File: config.mk
export PLATFORM = sky130hd
export DESIGN_NAME = bdm_ctrl
export DESIGN_NICKNAME = d
export VERILOG_FILES = /design/src/rtl/bdm_pkg.sv /design/src/rtl/bdm_ctrl.sv /design/src/rtl/bdm_debounce.sv /design/src/rtl/bdm_blink.sv
export SDC_FILE = /design/constraint.sdc
export NUM_CORES = 1
export LEC_CHECK = 0
export BUFFER_PORTS_ARGS = -buffer_cell sky130_fd_sc_hd__buf_2
export CELL_PAD_IN_SITES_DETAIL_PLACEMENT = 0
export CELL_PAD_IN_SITES_GLOBAL_PLACEMENT = 2
export CORE_UTILIZATION = 37
export DETAILED_ROUTE_END_ITERATION = 16
export GPL_ROUTABILITY_DRIVEN = 0
export PLACE_DENSITY = 0.85
export SETUP_SLACK_MARGIN = 0.15
export SLEW_MARGIN = 20
export SYNTH_ARGS = -nofsm -noshare
export SYNTH_HDL_FRONTEND = slang
export SYNTH_SLANG_ARGS = --single-unit
File: constraint.sdc
create_clock -name hclk -period 2.7 [get_ports hclk]
set_clock_uncertainty 0.2 [all_clocks]
set_input_delay 0.27 -clock hclk [delete_from_list [all_inputs] [get_ports hclk]]
set_output_delay 0.27 -clock hclk [all_outputs]
set_load 0.01 [all_outputs]
File: src/rtl/bdm_pkg.sv
// Functional notes
// - each short press advances the display mode to the next one
// - no press for over one minute returns the display mode to A
// - indicator dark in A, steady green in B, flashing yellow/orange in D
// - in mode A a 12 second hold starts the factory default restore
// - release before 12 seconds in mode A cancels the factory restore
// - factory restore overwrites every user setting with its default
// - in mode A or D a 5 second hold captures states as fault mask
// - during a 5 second hold action the indicator flashes after 3 seconds
// - release before 5 seconds in A or D keeps the old fault mask
// - any state differing from the stored fault mask is flagged a fault
// - in mode B a 5 second hold toggles the redundancy manager role
// - release before 5 seconds in mode B leaves the manager role unchanged
// - enabling the manager with media redundancy off also enables it
// - disabling the manager leaves media redundancy enabled
// - from A one, two, three presses give B, C, D; C is steady orange
package bdm_pkg;

	// ---------------------------------------------------------------
	// display modes
	// ---------------------------------------------------------------
	typedef enum logic [1:0] {
		BDM_MODE_A,
		BDM_MODE_B,
		BDM_MODE_C,
		BDM_MODE_D
	} bdm_mode_e;

	// ---------------------------------------------------------------
	// timing
	// ---------------------------------------------------------------
	localparam longint unsigned BDM_CLK_HZ    = 40_000_000;
	localparam longint unsigned BDM_IDLE_MS   = 60_000;
	localparam longint unsigned BDM_FACT_MS   = 12_000;
	localparam longint unsigned BDM_HOLD_MS   = 5_000;
	localparam longint unsigned BDM_CUE_MS    = 3_000;
	localparam longint unsigned BDM_DEB_MS    = 20;
	localparam longint unsigned BDM_BLINK_MS  = 250;
	localparam logic [31:0]     BDM_IDLE_CYC  = 32'(BDM_IDLE_MS * BDM_CLK_HZ / 1000);
	localparam logic [31:0]     BDM_FACT_CYC  = 32'(BDM_FACT_MS * BDM_CLK_HZ / 1000);
	localparam logic [31:0]     BDM_HOLD_CYC  = 32'(BDM_HOLD_MS * BDM_CLK_HZ / 1000);
	localparam logic [31:0]     BDM_CUE_CYC   = 32'(BDM_CUE_MS * BDM_CLK_HZ / 1000);
	localparam logic [31:0]     BDM_DEB_CYC   = 32'(BDM_DEB_MS * BDM_CLK_HZ / 1000);
	localparam logic [31:0]     BDM_BLINK_CYC = 32'(BDM_BLINK_MS * BDM_CLK_HZ / 1000);

	// ---------------------------------------------------------------
	// register map, byte offsets
	// ---------------------------------------------------------------
	localparam logic [7:0] BDM_REG_CTRL    = 8'h00;
	localparam logic [7:0] BDM_REG_STATUS  = 8'h04;
	localparam logic [7:0] BDM_REG_MASK    = 8'h08;
	localparam logic [7:0] BDM_REG_DIFF    = 8'h0c;
	localparam logic [7:0] BDM_REG_IRQ_ST  = 8'h10;
	localparam logic [7:0] BDM_REG_IRQ_CLR = 8'h14;
	localparam logic [7:0] BDM_REG_IRQ_EN  = 8'h18;

	// control fields and reset values
	localparam int         BDM_CTRL_RM     = 0;
	localparam int         BDM_CTRL_MRE    = 1;
	localparam logic       BDM_RM_RST      = 1'b0;
	localparam logic       BDM_MRE_RST     = 1'b0;

	// status fields
	localparam int         BDM_ST_MODE_LO  = 0;
	localparam int         BDM_ST_BTN      = 2;
	localparam int         BDM_ST_CUE      = 3;
	localparam int         BDM_ST_FAULT    = 4;
	localparam int         BDM_ST_RM       = 5;
	localparam int         BDM_ST_MRE      = 6;

	// interrupt events
	localparam int         BDM_IRQ_W       = 6;
	localparam int         BDM_EV_PRESS    = 0;
	localparam int         BDM_EV_IDLE     = 1;
	localparam int         BDM_EV_FACT     = 2;
	localparam int         BDM_EV_MASK     = 3;
	localparam int         BDM_EV_RM       = 4;
	localparam int         BDM_EV_FAULT    = 5;
	localparam logic [BDM_IRQ_W-1:0] BDM_IRQ_EN_RST = '0;

	// fault mask default and monitored width
	localparam int         BDM_STATE_W     = 26;
	localparam logic [31:0] BDM_MASK_RST   = 32'h0000_0000;

endpackage : bdm_pkg

File: src/rtl/bdm_ctrl.sv
// Chosen here: the AHB-Lite slave port and the register offsets.
`timescale 1ns/1ps
module bdm_ctrl
	import bdm_pkg::*;
#(
	parameter logic [31:0] IDLE_CYC  = bdm_pkg::BDM_IDLE_CYC,
	parameter logic [31:0] FACT_CYC  = bdm_pkg::BDM_FACT_CYC,
	parameter logic [31:0] HOLD_CYC  = bdm_pkg::BDM_HOLD_CYC,
	parameter logic [31:0] CUE_CYC   = bdm_pkg::BDM_CUE_CYC,
	parameter logic [31:0] DEB_CYC   = bdm_pkg::BDM_DEB_CYC,
	parameter logic [31:0] BLINK_CYC = bdm_pkg::BDM_BLINK_CYC
) (
	input  wire logic                        hclk,        // 40 MHz clock
	input  wire logic                        hresetn,     // async reset, low
	input  wire logic                        hsel,        // slave select
	input  wire logic [31:0]                 haddr,       // byte address
	input  wire logic [1:0]                  htrans,      // transfer type
	input  wire logic                        hwrite,      // write when high
	input  wire logic [2:0]                  hsize,       // word only
	input  wire logic [31:0]                 hwdata,      // write data
	input  wire logic                        hready,      // bus ready in
	output logic [31:0]                      hrdata,      // read data
	output logic                             hreadyout,   // slave ready
	output logic                             hresp,       // always okay
	input  wire logic                        button_in,   // raw pin, high=pressed
	input  wire logic [bdm_pkg::BDM_STATE_W-1:0] port_state, // port/supply state
	output logic                             led_green,   // mode lamp green
	output logic                             led_red,     // mode lamp red
	output logic [1:0]                       display_mode,// active mode
	output logic                             factory_rst, // restore pulse
	output logic                             rm_enable,   // manager role on
	output logic                             mre_enable,  // media redundancy on
	output logic                             fault,       // state off mask
	output logic                             irq          // interrupt level
);

	import bdm_pkg::*;

	logic                   btn_db;
	logic                   blink;
	logic                   btn_prev_ff;
	logic [31:0]            hold_ff, nxt_hold;
	logic [31:0]            idle_ff, nxt_idle;
	bdm_mode_e              mode_ff, nxt_mode;
	logic                   rel, short_press, timeout, cue;
	logic                   fact_hit, mask_hit, rm_hit;
	logic                   rm_ff, nxt_rm, mre_ff, nxt_mre;
	logic [31:0]            mask_ff, nxt_mask;
	logic                   fault_ff, fault_cond;
	logic                   fact_ff, green_ff, red_ff, nxt_green, nxt_red;
	logic [BDM_IRQ_W-1:0]   ev, ist_ff, nxt_ist, ien_ff, nxt_ien;
	logic                   irq_ff;
	logic [31:0]            st_ext;
	logic                   wr_pend_ff, rd_pend_ff, nxt_wr_pend, nxt_rd_pend;
	logic [7:0]             addr_ff, nxt_addr;
	logic [31:0]            rdata_ff, nxt_rdata;
	logic                   ready_ff, nxt_ready;
	logic                   sw_ctrl_wr, sw_clr_wr, sw_en_wr;

	// ---------------------------------------------------------------
	// button conditioning and flash source
	// ---------------------------------------------------------------
	bdm_debounce #(
		.DEB_CYC  (DEB_CYC)
	) u_debounce (
		.hclk     (hclk),
		.hresetn  (hresetn),
		.pin_in   (button_in),
		.level_ff (btn_db)
	);

	bdm_blink #(
		.HALF_CYC (BLINK_CYC)
	) u_blink (
		.hclk     (hclk),
		.hresetn  (hresetn),
		.phase_ff (blink)
	);

	// ---------------------------------------------------------------
	// press classification
	// ---------------------------------------------------------------
	// mode cannot change while held, so each hit fires once per press
	assign rel         = btn_prev_ff && !btn_db;
	assign short_press = rel && (hold_ff < CUE_CYC);
	assign fact_hit    = btn_db && mode_ff == BDM_MODE_A
		&& hold_ff == FACT_CYC - 32'd1;
	assign mask_hit    = btn_db && hold_ff == HOLD_CYC - 32'd1
		&& (mode_ff == BDM_MODE_A || mode_ff == BDM_MODE_D);
	assign rm_hit      = btn_db && mode_ff == BDM_MODE_B
		&& hold_ff == HOLD_CYC - 32'd1;
	assign timeout     = !btn_db && idle_ff == IDLE_CYC - 32'd1
		&& mode_ff != BDM_MODE_A;
	assign cue         = btn_db && hold_ff >= CUE_CYC
		&& mode_ff != BDM_MODE_C;
	assign fault_cond  = 32'(port_state) != mask_ff;

	// ---------------------------------------------------------------
	// hold and idle timers, display mode
	// ---------------------------------------------------------------
	// hold count drops to zero on release, so a new press starts fresh
	always_comb begin
		nxt_hold = 32'd0;
		if (btn_db) begin
			nxt_hold = (hold_ff == 32'hffff_ffff) ? hold_ff : hold_ff + 32'd1;
		end
		nxt_idle = 32'd0;
		if (!btn_db) begin
			nxt_idle = (idle_ff == IDLE_CYC - 32'd1) ? idle_ff : idle_ff + 32'd1;
		end
		nxt_mode = mode_ff;
		if (short_press) begin
			nxt_mode = bdm_mode_e'(mode_ff + 2'd1);
		end else if (timeout) begin
			nxt_mode = BDM_MODE_A;
		end
	end

	always_ff @(posedge hclk or negedge hresetn) begin
		if (!hresetn) begin
			btn_prev_ff <= 1'b0;
			hold_ff     <= 32'd0;
			idle_ff     <= 32'd0;
			mode_ff     <= BDM_MODE_A;
		end else begin
			btn_prev_ff <= btn_db;
			hold_ff     <= nxt_hold;
			idle_ff     <= nxt_idle;
			mode_ff     <= nxt_mode;
		end
	end

	// ---------------------------------------------------------------
	// configuration: manager role, media redundancy, fault mask
	// ---------------------------------------------------------------
	// a factory restore wins over any other update in the same cycle
	always_comb begin
		nxt_rm   = rm_ff;
		nxt_mre  = mre_ff;
		nxt_mask = mask_ff;
		if (sw_ctrl_wr) begin
			nxt_rm  = hwdata[BDM_CTRL_RM];
			nxt_mre = hwdata[BDM_CTRL_MRE];
		end
		if (rm_hit) begin
			nxt_rm = ~rm_ff;
			if (!rm_ff) begin
				nxt_mre = 1'b1;
			end
			// clearing the role keeps nxt_mre as it stands
		end
		if (mask_hit) begin
			nxt_mask = 32'(port_state);
		end
		if (fact_hit) begin
			nxt_rm   = BDM_RM_RST;
			nxt_mre  = BDM_MRE_RST;
			nxt_mask = BDM_MASK_RST;
		end
	end

	always_ff @(posedge hclk or negedge hresetn) begin
		if (!hresetn) begin
			rm_ff    <= BDM_RM_RST;
			mre_ff   <= BDM_MRE_RST;
			mask_ff  <= BDM_MASK_RST;
			fault_ff <= 1'b0;
			fact_ff  <= 1'b0;
		end else begin
			rm_ff    <= nxt_rm;
			mre_ff   <= nxt_mre;
			mask_ff  <= nxt_mask;
			fault_ff <= fault_cond;
			fact_ff  <= fact_hit;
		end
	end

	// ---------------------------------------------------------------
	// mode indicator lamp
	// ---------------------------------------------------------------
	// orange is both dies lit; the hold cue flashes green in B and orange in A and D
	always_comb begin
		case (mode_ff)
			BDM_MODE_A: begin
				nxt_green = 1'b0;
				nxt_red   = 1'b0;
			end
			BDM_MODE_B: begin
				nxt_green = 1'b1;
				nxt_red   = 1'b0;
			end
			BDM_MODE_C: begin
				nxt_green = 1'b1;
				nxt_red   = 1'b1;
			end
			BDM_MODE_D: begin
				nxt_green = blink;
				nxt_red   = blink;
			end
			default: begin
				nxt_green = 1'b0;
				nxt_red   = 1'b0;
			end
		endcase
		if (cue) begin
			nxt_green = blink;
			nxt_red   = blink && mode_ff != BDM_MODE_B;
		end
	end

	always_ff @(posedge hclk or negedge hresetn) begin
		if (!hresetn) begin
			green_ff <= 1'b0;
			red_ff   <= 1'b0;
		end else begin
			green_ff <= nxt_green;
			red_ff   <= nxt_red;
		end
	end

	// ---------------------------------------------------------------
	// interrupt status, clear and enable
	// ---------------------------------------------------------------
	always_comb begin
		ev                = '0;
		ev[BDM_EV_PRESS]  = short_press;
		ev[BDM_EV_IDLE]   = timeout;
		ev[BDM_EV_FACT]   = fact_hit;
		ev[BDM_EV_MASK]   = mask_hit;
		ev[BDM_EV_RM]     = rm_hit;
		ev[BDM_EV_FAULT]  = fault_cond && !fault_ff;
		// a new event wins over a clear in the same cycle
		nxt_ist = ist_ff;
		if (sw_clr_wr) begin
			nxt_ist = ist_ff & ~hwdata[BDM_IRQ_W-1:0];
		end
		nxt_ist = nxt_ist | ev;
		nxt_ien = ien_ff;
		if (sw_en_wr) begin
			nxt_ien = hwdata[BDM_IRQ_W-1:0];
		end
		if (fact_hit) begin
			nxt_ien = BDM_IRQ_EN_RST;
		end
	end

	always_ff @(posedge hclk or negedge hresetn) begin
		if (!hresetn) begin
			ist_ff <= '0;
			ien_ff <= BDM_IRQ_EN_RST;
			irq_ff <= 1'b0;
		end else begin
			ist_ff <= nxt_ist;
			ien_ff <= nxt_ien;
			irq_ff <= |(ist_ff & ien_ff);
		end
	end

	// ---------------------------------------------------------------
	// bus slave: writes in zero wait, reads with one wait state
	// ---------------------------------------------------------------
	// the wait lets a read see a write that closed just before it
	assign sw_ctrl_wr = wr_pend_ff && addr_ff == BDM_REG_CTRL;
	assign sw_clr_wr  = wr_pend_ff && addr_ff == BDM_REG_IRQ_CLR;
	assign sw_en_wr   = wr_pend_ff && addr_ff == BDM_REG_IRQ_EN;

	always_comb begin
		st_ext                 = 32'd0;
		st_ext[BDM_ST_MODE_LO +: 2] = mode_ff;
		st_ext[BDM_ST_BTN]     = btn_db;
		st_ext[BDM_ST_CUE]     = cue;
		st_ext[BDM_ST_FAULT]   = fault_ff;
		st_ext[BDM_ST_RM]      = rm_ff;
		st_ext[BDM_ST_MRE]     = mre_ff;
	end

	always_comb begin
		nxt_wr_pend = 1'b0;
		nxt_rd_pend = 1'b0;
		nxt_addr    = addr_ff;
		nxt_ready   = 1'b1;
		nxt_rdata   = rdata_ff;
		if (hsel && htrans[1] && hready) begin
			nxt_addr    = haddr[7:0];
			nxt_wr_pend = hwrite;
			nxt_rd_pend = !hwrite;
			nxt_ready   = hwrite;
		end
		if (rd_pend_ff) begin
			case (addr_ff)
				BDM_REG_CTRL:   nxt_rdata = {30'd0, mre_ff, rm_ff};
				BDM_REG_STATUS: nxt_rdata = st_ext;
				BDM_REG_MASK:   nxt_rdata = mask_ff;
				BDM_REG_DIFF:   nxt_rdata = mask_ff ^ 32'(port_state);
				BDM_REG_IRQ_ST: nxt_rdata = 32'(ist_ff);
				BDM_REG_IRQ_EN: nxt_rdata = 32'(ien_ff);
				default:        nxt_rdata = 32'd0;
			endcase
		end
	end

	always_ff @(posedge hclk or negedge hresetn) begin
		if (!hresetn) begin
			wr_pend_ff <= 1'b0;
			rd_pend_ff <= 1'b0;
			addr_ff    <= 8'h00;
			ready_ff   <= 1'b1;
			rdata_ff   <= 32'd0;
		end else begin
			wr_pend_ff <= nxt_wr_pend;
			rd_pend_ff <= nxt_rd_pend;
			addr_ff    <= nxt_addr;
			ready_ff   <= nxt_ready;
			rdata_ff   <= nxt_rdata;
		end
	end

	// ---------------------------------------------------------------
	// outputs, all flops except hresp, which is tied to zero
	// ---------------------------------------------------------------
	assign hrdata       = rdata_ff;
	assign hreadyout    = ready_ff;
	assign hresp        = 1'b0;
	assign led_green    = green_ff;
	assign led_red      = red_ff;
	assign display_mode = mode_ff;
	assign factory_rst  = fact_ff;
	assign rm_enable    = rm_ff;
	assign mre_enable   = mre_ff;
	assign fault        = fault_ff;
	assign irq          = irq_ff;

	// ---------------------------------------------------------------
	// checks
	// ---------------------------------------------------------------
	chk_short_advance: assert property (@(posedge hclk) disable iff (!hresetn)
		rel && hold_ff < CUE_CYC |=> mode_ff == 2'($past(mode_ff) + 2'd1))
		else $error("short press did not advance mode");

	chk_hold_no_adv: assert property (@(posedge hclk) disable iff (!hresetn)
		rel && hold_ff >= CUE_CYC |=> $stable(mode_ff))
		else $error("timed hold changed the mode");

	chk_idle_return: assert property (@(posedge hclk) disable iff (!hresetn)
		!btn_db && idle_ff == IDLE_CYC - 32'd1 |=> mode_ff == BDM_MODE_A)
		else $error("idle timeout did not return to mode a");

	chk_lamp_mode_a: assert property (@(posedge hclk) disable iff (!hresetn)
		mode_ff == BDM_MODE_A && !cue |=> !green_ff && !red_ff)
		else $error("lamp lit in mode a");

	chk_factory_fire: assert property (@(posedge hclk) disable iff (!hresetn)
		factory_rst |-> $past(btn_db) && $past(mode_ff) == BDM_MODE_A
		&& $past(hold_ff) == FACT_CYC - 32'd1)
		else $error("factory restore without full hold in mode a");

	chk_factory_dflt: assert property (@(posedge hclk) disable iff (!hresetn)
		fact_ff |-> !rm_ff && !mre_ff && mask_ff == BDM_MASK_RST)
		else $error("factory restore left user settings");

	chk_mask_capture: assert property (@(posedge hclk) disable iff (!hresetn)
		mask_hit && !fact_hit |=> mask_ff == 32'($past(port_state)))
		else $error("fault mask not captured");

	chk_mask_keep: assert property (@(posedge hclk) disable iff (!hresetn)
		!mask_hit && !fact_hit |=> $stable(mask_ff))
		else $error("fault mask changed without a full hold");

	chk_cue_flash: assert property (@(posedge hclk) disable iff (!hresetn)
		cue |=> green_ff == $past(blink))
		else $error("hold cue not flashing");

	chk_fault_flag: assert property (@(posedge hclk) disable iff (!hresetn)
		1'b1 |=> fault_ff == ($past(32'(port_state)) != $past(mask_ff)))
		else $error("fault flag does not follow the mask");

	chk_rm_toggle: assert property (@(posedge hclk) disable iff (!hresetn)
		rm_hit && !sw_ctrl_wr |=> rm_ff != $past(rm_ff) && mre_ff)
		else $error("manager toggle wrong");

	chk_rm_hold: assert property (@(posedge hclk) disable iff (!hresetn)
		!rm_hit && !sw_ctrl_wr && !fact_hit |=> $stable(rm_ff))
		else $error("manager role changed without a full hold");

	chk_rm_off_mre: assert property (@(posedge hclk) disable iff (!hresetn)
		rm_hit && rm_ff && mre_ff && !sw_ctrl_wr |=> mre_ff)
		else $error("media redundancy dropped with manager");

	chk_read_wait: assert property (@(posedge hclk) disable iff (!hresetn)
		hsel && htrans[1] && hready && !hwrite |=> !hreadyout ##1 hreadyout)
		else $error("read wait state wrong");

endmodule : bdm_ctrl

File: src/rtl/bdm_debounce.sv
`timescale 1ns/1ps
module bdm_debounce
	import bdm_pkg::*;
#(
	parameter logic [31:0] DEB_CYC = bdm_pkg::BDM_DEB_CYC
) (
	input  wire logic hclk,     // system clock
	input  wire logic hresetn,  // async reset, low
	input  wire logic pin_in,   // raw button level, high pressed
	output logic      level_ff  // debounced level
);

	logic        s1_ff, s2_ff, s3_ff;
	logic [31:0] cnt_ff, nxt_cnt;
	logic        nxt_level;

	// ---------------------------------------------------------------
	// stability timer
	// ---------------------------------------------------------------
	// s1 only feeds s2 so metastability never reaches the compare
	always_comb begin
		nxt_cnt   = 32'd0;
		nxt_level = level_ff;
		if (s2_ff == s3_ff && s3_ff != level_ff) begin
			if (cnt_ff == DEB_CYC - 32'd1) begin
				nxt_level = s3_ff;
			end else begin
				nxt_cnt = cnt_ff + 32'd1;
			end
		end
	end

	always_ff @(posedge hclk or negedge hresetn) begin
		if (!hresetn) begin
			s1_ff    <= 1'b0;
			s2_ff    <= 1'b0;
			s3_ff    <= 1'b0;
			cnt_ff   <= 32'd0;
			level_ff <= 1'b0;
		end else begin
			s1_ff    <= pin_in;
			s2_ff    <= s1_ff;
			s3_ff    <= s2_ff;
			cnt_ff   <= nxt_cnt;
			level_ff <= nxt_level;
		end
	end

	chk_deb_change: assert property (@(posedge hclk) disable iff (!hresetn)
		level_ff != $past(level_ff) |-> $past(s3_ff) == level_ff)
		else $error("debounced level changed without stable input");

endmodule : bdm_debounce

File: src/rtl/bdm_blink.sv
`timescale 1ns/1ps
module bdm_blink
	import bdm_pkg::*;
#(
	parameter logic [31:0] HALF_CYC = bdm_pkg::BDM_BLINK_CYC
) (
	input  wire logic hclk,     // system clock
	input  wire logic hresetn,  // async reset, low
	output logic      phase_ff  // square wave for flashing lamps
);

	logic [31:0] cnt_ff, nxt_cnt;
	logic        nxt_phase;

	// ---------------------------------------------------------------
	// free running half period divider
	// ---------------------------------------------------------------
	always_comb begin
		nxt_cnt   = cnt_ff + 32'd1;
		nxt_phase = phase_ff;
		if (cnt_ff == HALF_CYC - 32'd1) begin
			nxt_cnt   = 32'd0;
			nxt_phase = ~phase_ff;
		end
	end

	always_ff @(posedge hclk or negedge hresetn) begin
		if (!hresetn) begin
			cnt_ff   <= 32'd0;
			phase_ff <= 1'b0;
		end else begin
			cnt_ff   <= nxt_cnt;
			phase_ff <= nxt_phase;
		end
	end

endmodule : bdm_blink

==> run_results.csv <==
group,metric,value,unit
timing,finalHoldViolCount,0,
synth,syn_inst,1140,
timing,post-route-period-util,89.7,%
floorplan,row_count,63,
global_route,overflow,0,
placed_design,portBuffers,82,
global_route,grt_pass1_vias,8506,
cells_and_area,nFillCells,2915,
floorplan,start_util,37.7,%
detailed_routing,drc,0,
placed_design,dp_hpwl,18.2,mm
cells_and_area,fin_cells,1691,
global_route,grt_max_degree,70,
cells_and_area,final_cell_area,13500,um^2
floorplan,die_w,176,um
clock_tree,cts_buffers,25,
synth,synth.yosys.seq_area_share,48.8,%
detailed_routing,post_drt_wl_per_cell,15.9,um
clock_tree,cts_buffer_depth,3,
pwr,power_switching,1750,uW
clock_tree,clkTransAtPathRegs,60,ps
global_route,antenna_found_initial,0,
cells_and_area,final_util,45.7,%
pwr,clkPwrFrac,48.5,%
synth,async_flop_share,100,%
timing,setup_tns,0,ps
synth,synth_edf_count,0,
worst_hold_path,hold_path_class,"input pin to flip-flop",
clock_tree,clk_latency,530,ps
cells_and_area,area_growth,21.3,%
floorplan,die_area,30900,um^2
timing,rsz0062_at_grt,"no",
synth,syn_avg_cell_area,9.80,um^2
timing,relSlewSlack,60.5,%
detailed_routing,totalWireLength,26.9,mm
detailed_routing,drt-pass1-iter-count,5,
job,maxCapViolCount,0,
timing,setup_viol,0,
worst_setup_path,start_kind,"flip-flop",
pwr,power.leakage,0.00583,uW
synth,syn_area,11200,um^2
pwr,power.density,561,nW/um^2
timing,fmax,0.413,GHz
cells_and_area,mostFrequentLayoutCells,"dfrtp_1, nor2_1, nand2_1, buf_2, xor2_1",
floorplan,io_pins,144,
synth,synth_seq_cells,218,
pwr,seqPwrFrac,44.9,%
pwr,p_sw_share,23.0,%
clock_tree,h-tree-depth,1,
cells_and_area,mostFrequentLayoutCell,"dfrtp_1",
placed_design,dp_cells,1602,
detailed_routing,vias_per_cell,5.23,
run_status,outcome,"complete, no violations",
synth,yosys_warnings,0,
worst_hold_path,min_path_cells,3,
floorplan,core,29600,um^2
cells_and_area,n_antenna_cell,0,
pwr,combPwrFrac,6.6,%
global_route,grt_pass1_wl,44.3,mm
clock_tree,clock_sinks,218,
worst_setup_path,endpoint_kind,"flip-flop",
pwr,irDropWorstVdd,450,uV
global_route,grt_use_total,17.6,%
clock_tree,cts-root-buf,"clkbuf_16",
synth,synth_cell_types,65,
detailed_routing,drt_iter0_markers,531,
worst_setup_path,path_max_fanout,26,
detailed_routing,vias,8836,
worst_setup_path,cp.required,2910,ps
placed_design,post_dp_cell_area,12200,um^2
clock_tree,postCtsSetupBuffers,0,
cells_and_area,multiInputGateArea,5280,um^2
timing,drv_slew,0,
pwr,p_int,5850,uW
clock_tree,cts_tree,"built",
worst_setup_path,rr_worst_depth,7,
timing,fin_crit,2420,ps
synth,ys.flop_type,"dfrtp_1",
cells_and_area,seq_area,5460,um^2
worst_setup_path,crit_type,"flip-flop to flip-flop",
detailed_routing,drtAntennaViolNets,0,
cells_and_area,fin_nets,1393,
worst_setup_path,arrival,2630,ps
floorplan,die_h,176,um
timing,tightest_slew,593,ps
cells_and_area,layout-drive-gt1-share,15.1,%
## flip-flops by register name, summed over array words and instances (netlist names), 2 cells and up
| register | flops |
|---|---|
| hold_ff | 32 |
| idle_ff | 32 |
| u_blink.cnt_ff | 32 |
| u_debounce.cnt_ff | 32 |
| hrdata | 26 |
| mask_ff | 26 |
| addr_ff | 8 |
| ien_ff | 6 |
| ist_ff | 6 |
| display_mode | 2 |
## area by class of cell
cell class,count,share of cell area (%)
clock inverters,13,1.48
inverters,47,1.30
well taps,390,3.60
multi-input cells,822,39.0
clock buffers,33,5.14
flip-flops and latches,218,40.3
repair buffers,168,9.22
## cell families after synthesis
| group | share of synthesized area, % |
|---|---|
| other cells | 0.0336 |
| flops | 48.8 |
| compound gates | 10.3 |
| buf+inv | 4.33 |
| fa+ha+maj | 1.12 |
| simple gates | 23.0 |
| xor+xnor | 10.1 |
| mux | 2.34 |
## final timing paths
| path | end | from | slack [ps] |
|---|---|---|---|
| max | mask_ff[20] | display_mode[1] | 280 |
| min | wr_pend_ff | hready | 90 |
| max reg2reg | mask_ff[20] | display_mode[1] | 280 |
| min reg2reg | u_debounce.s2_ff | u_debounce.s1_ff | 150 |
| max in group asynchronous | u_blink.cnt_ff[11] | hresetn | 1500 |
| min in group asynchronous | hold_ff[16] | hresetn | 100 |
## synthesized netlist by cell type, drive strengths merged (5+ instances only)
cell type,count,area (um^2)
a2111oi,6,52.6
a21o,6,45.0
a21oi,40,200
a22o,31,272
a22oi,5,37.5
a31oi,8,50.1
and3,19,119
and4,15,131
buf,19,158
clkbuf,40,150
dfrtp,217,5430
ha,10,125
inv,47,176
mux2,9,101
mux2i,16,160
nand2,96,360
nand2b,14,87.6
nand3,52,260
nand4,49,307
nor2,105,394
nor2b,6,37.5
nor3,26,145
nor4,32,219
nor4b,6,58.8
o211ai,6,45.0
o21ai,27,139
o22ai,19,119
o31ai,8,60.1
or3,24,150
or4,12,93.8
xnor2,52,455
xor2,77,674
## worst max-delay path, cell delays in order, from the launching register on
cell and delay, ps:
dfrtp_1 370, inv_1 120, ha_2 220, or4b_2 630, nor4_4 290, o21ai_2 120
buf_12 170, a22o_1 190
## metal layers
| metal | vias to the layer above | global-route usage [%] | wire length [um] |
|---|---|---|---|
| li1 | 4350 | - | - |
| met3 | 27 | 2.55 | 1280 |
| met5 | - | 0 | 0 |
| met1 | 4302 | 25.0 | 12900 |
| met4 | 0 | 3.77 | 357 |
| met2 | 157 | 28.2 | 12400 |
## power by group through the flow
| stage | Clock (uW) | Combinational (uW) | Sequential [uW] |
|---|---|---|---|
| global placement | 0 | 459 | 3460 |
| finish | 3680 | 504 | 3410 |
| CTS | 3780 | 513 | 3410 |
| floorplan | 0 | 221 | 3460 |
| global route | 3920 | 568 | 3420 |
| detailed placement | 0 | 463 | 3470 |
## what timing repair did
action	4_1_cts	5_1_grt
endpoints found under the setup margin	36	26
endpoints found under the hold margin	209	0
cloned	0	0
gates resized for setup	2	4
hold buffers	43	0
## per-stage QoR
step	setup WS [ps]	power, uW	hold slack, ps
final	277	7590	90.6
after global routing	166	7900	135
after CTS	192	7700	94.3
after detailed placement	70.2	3930	93.7
after global placement	107	3920	90.1
after floorplan	223	3680	-226
Note: power is estimated with default switching activity, not from simulation.
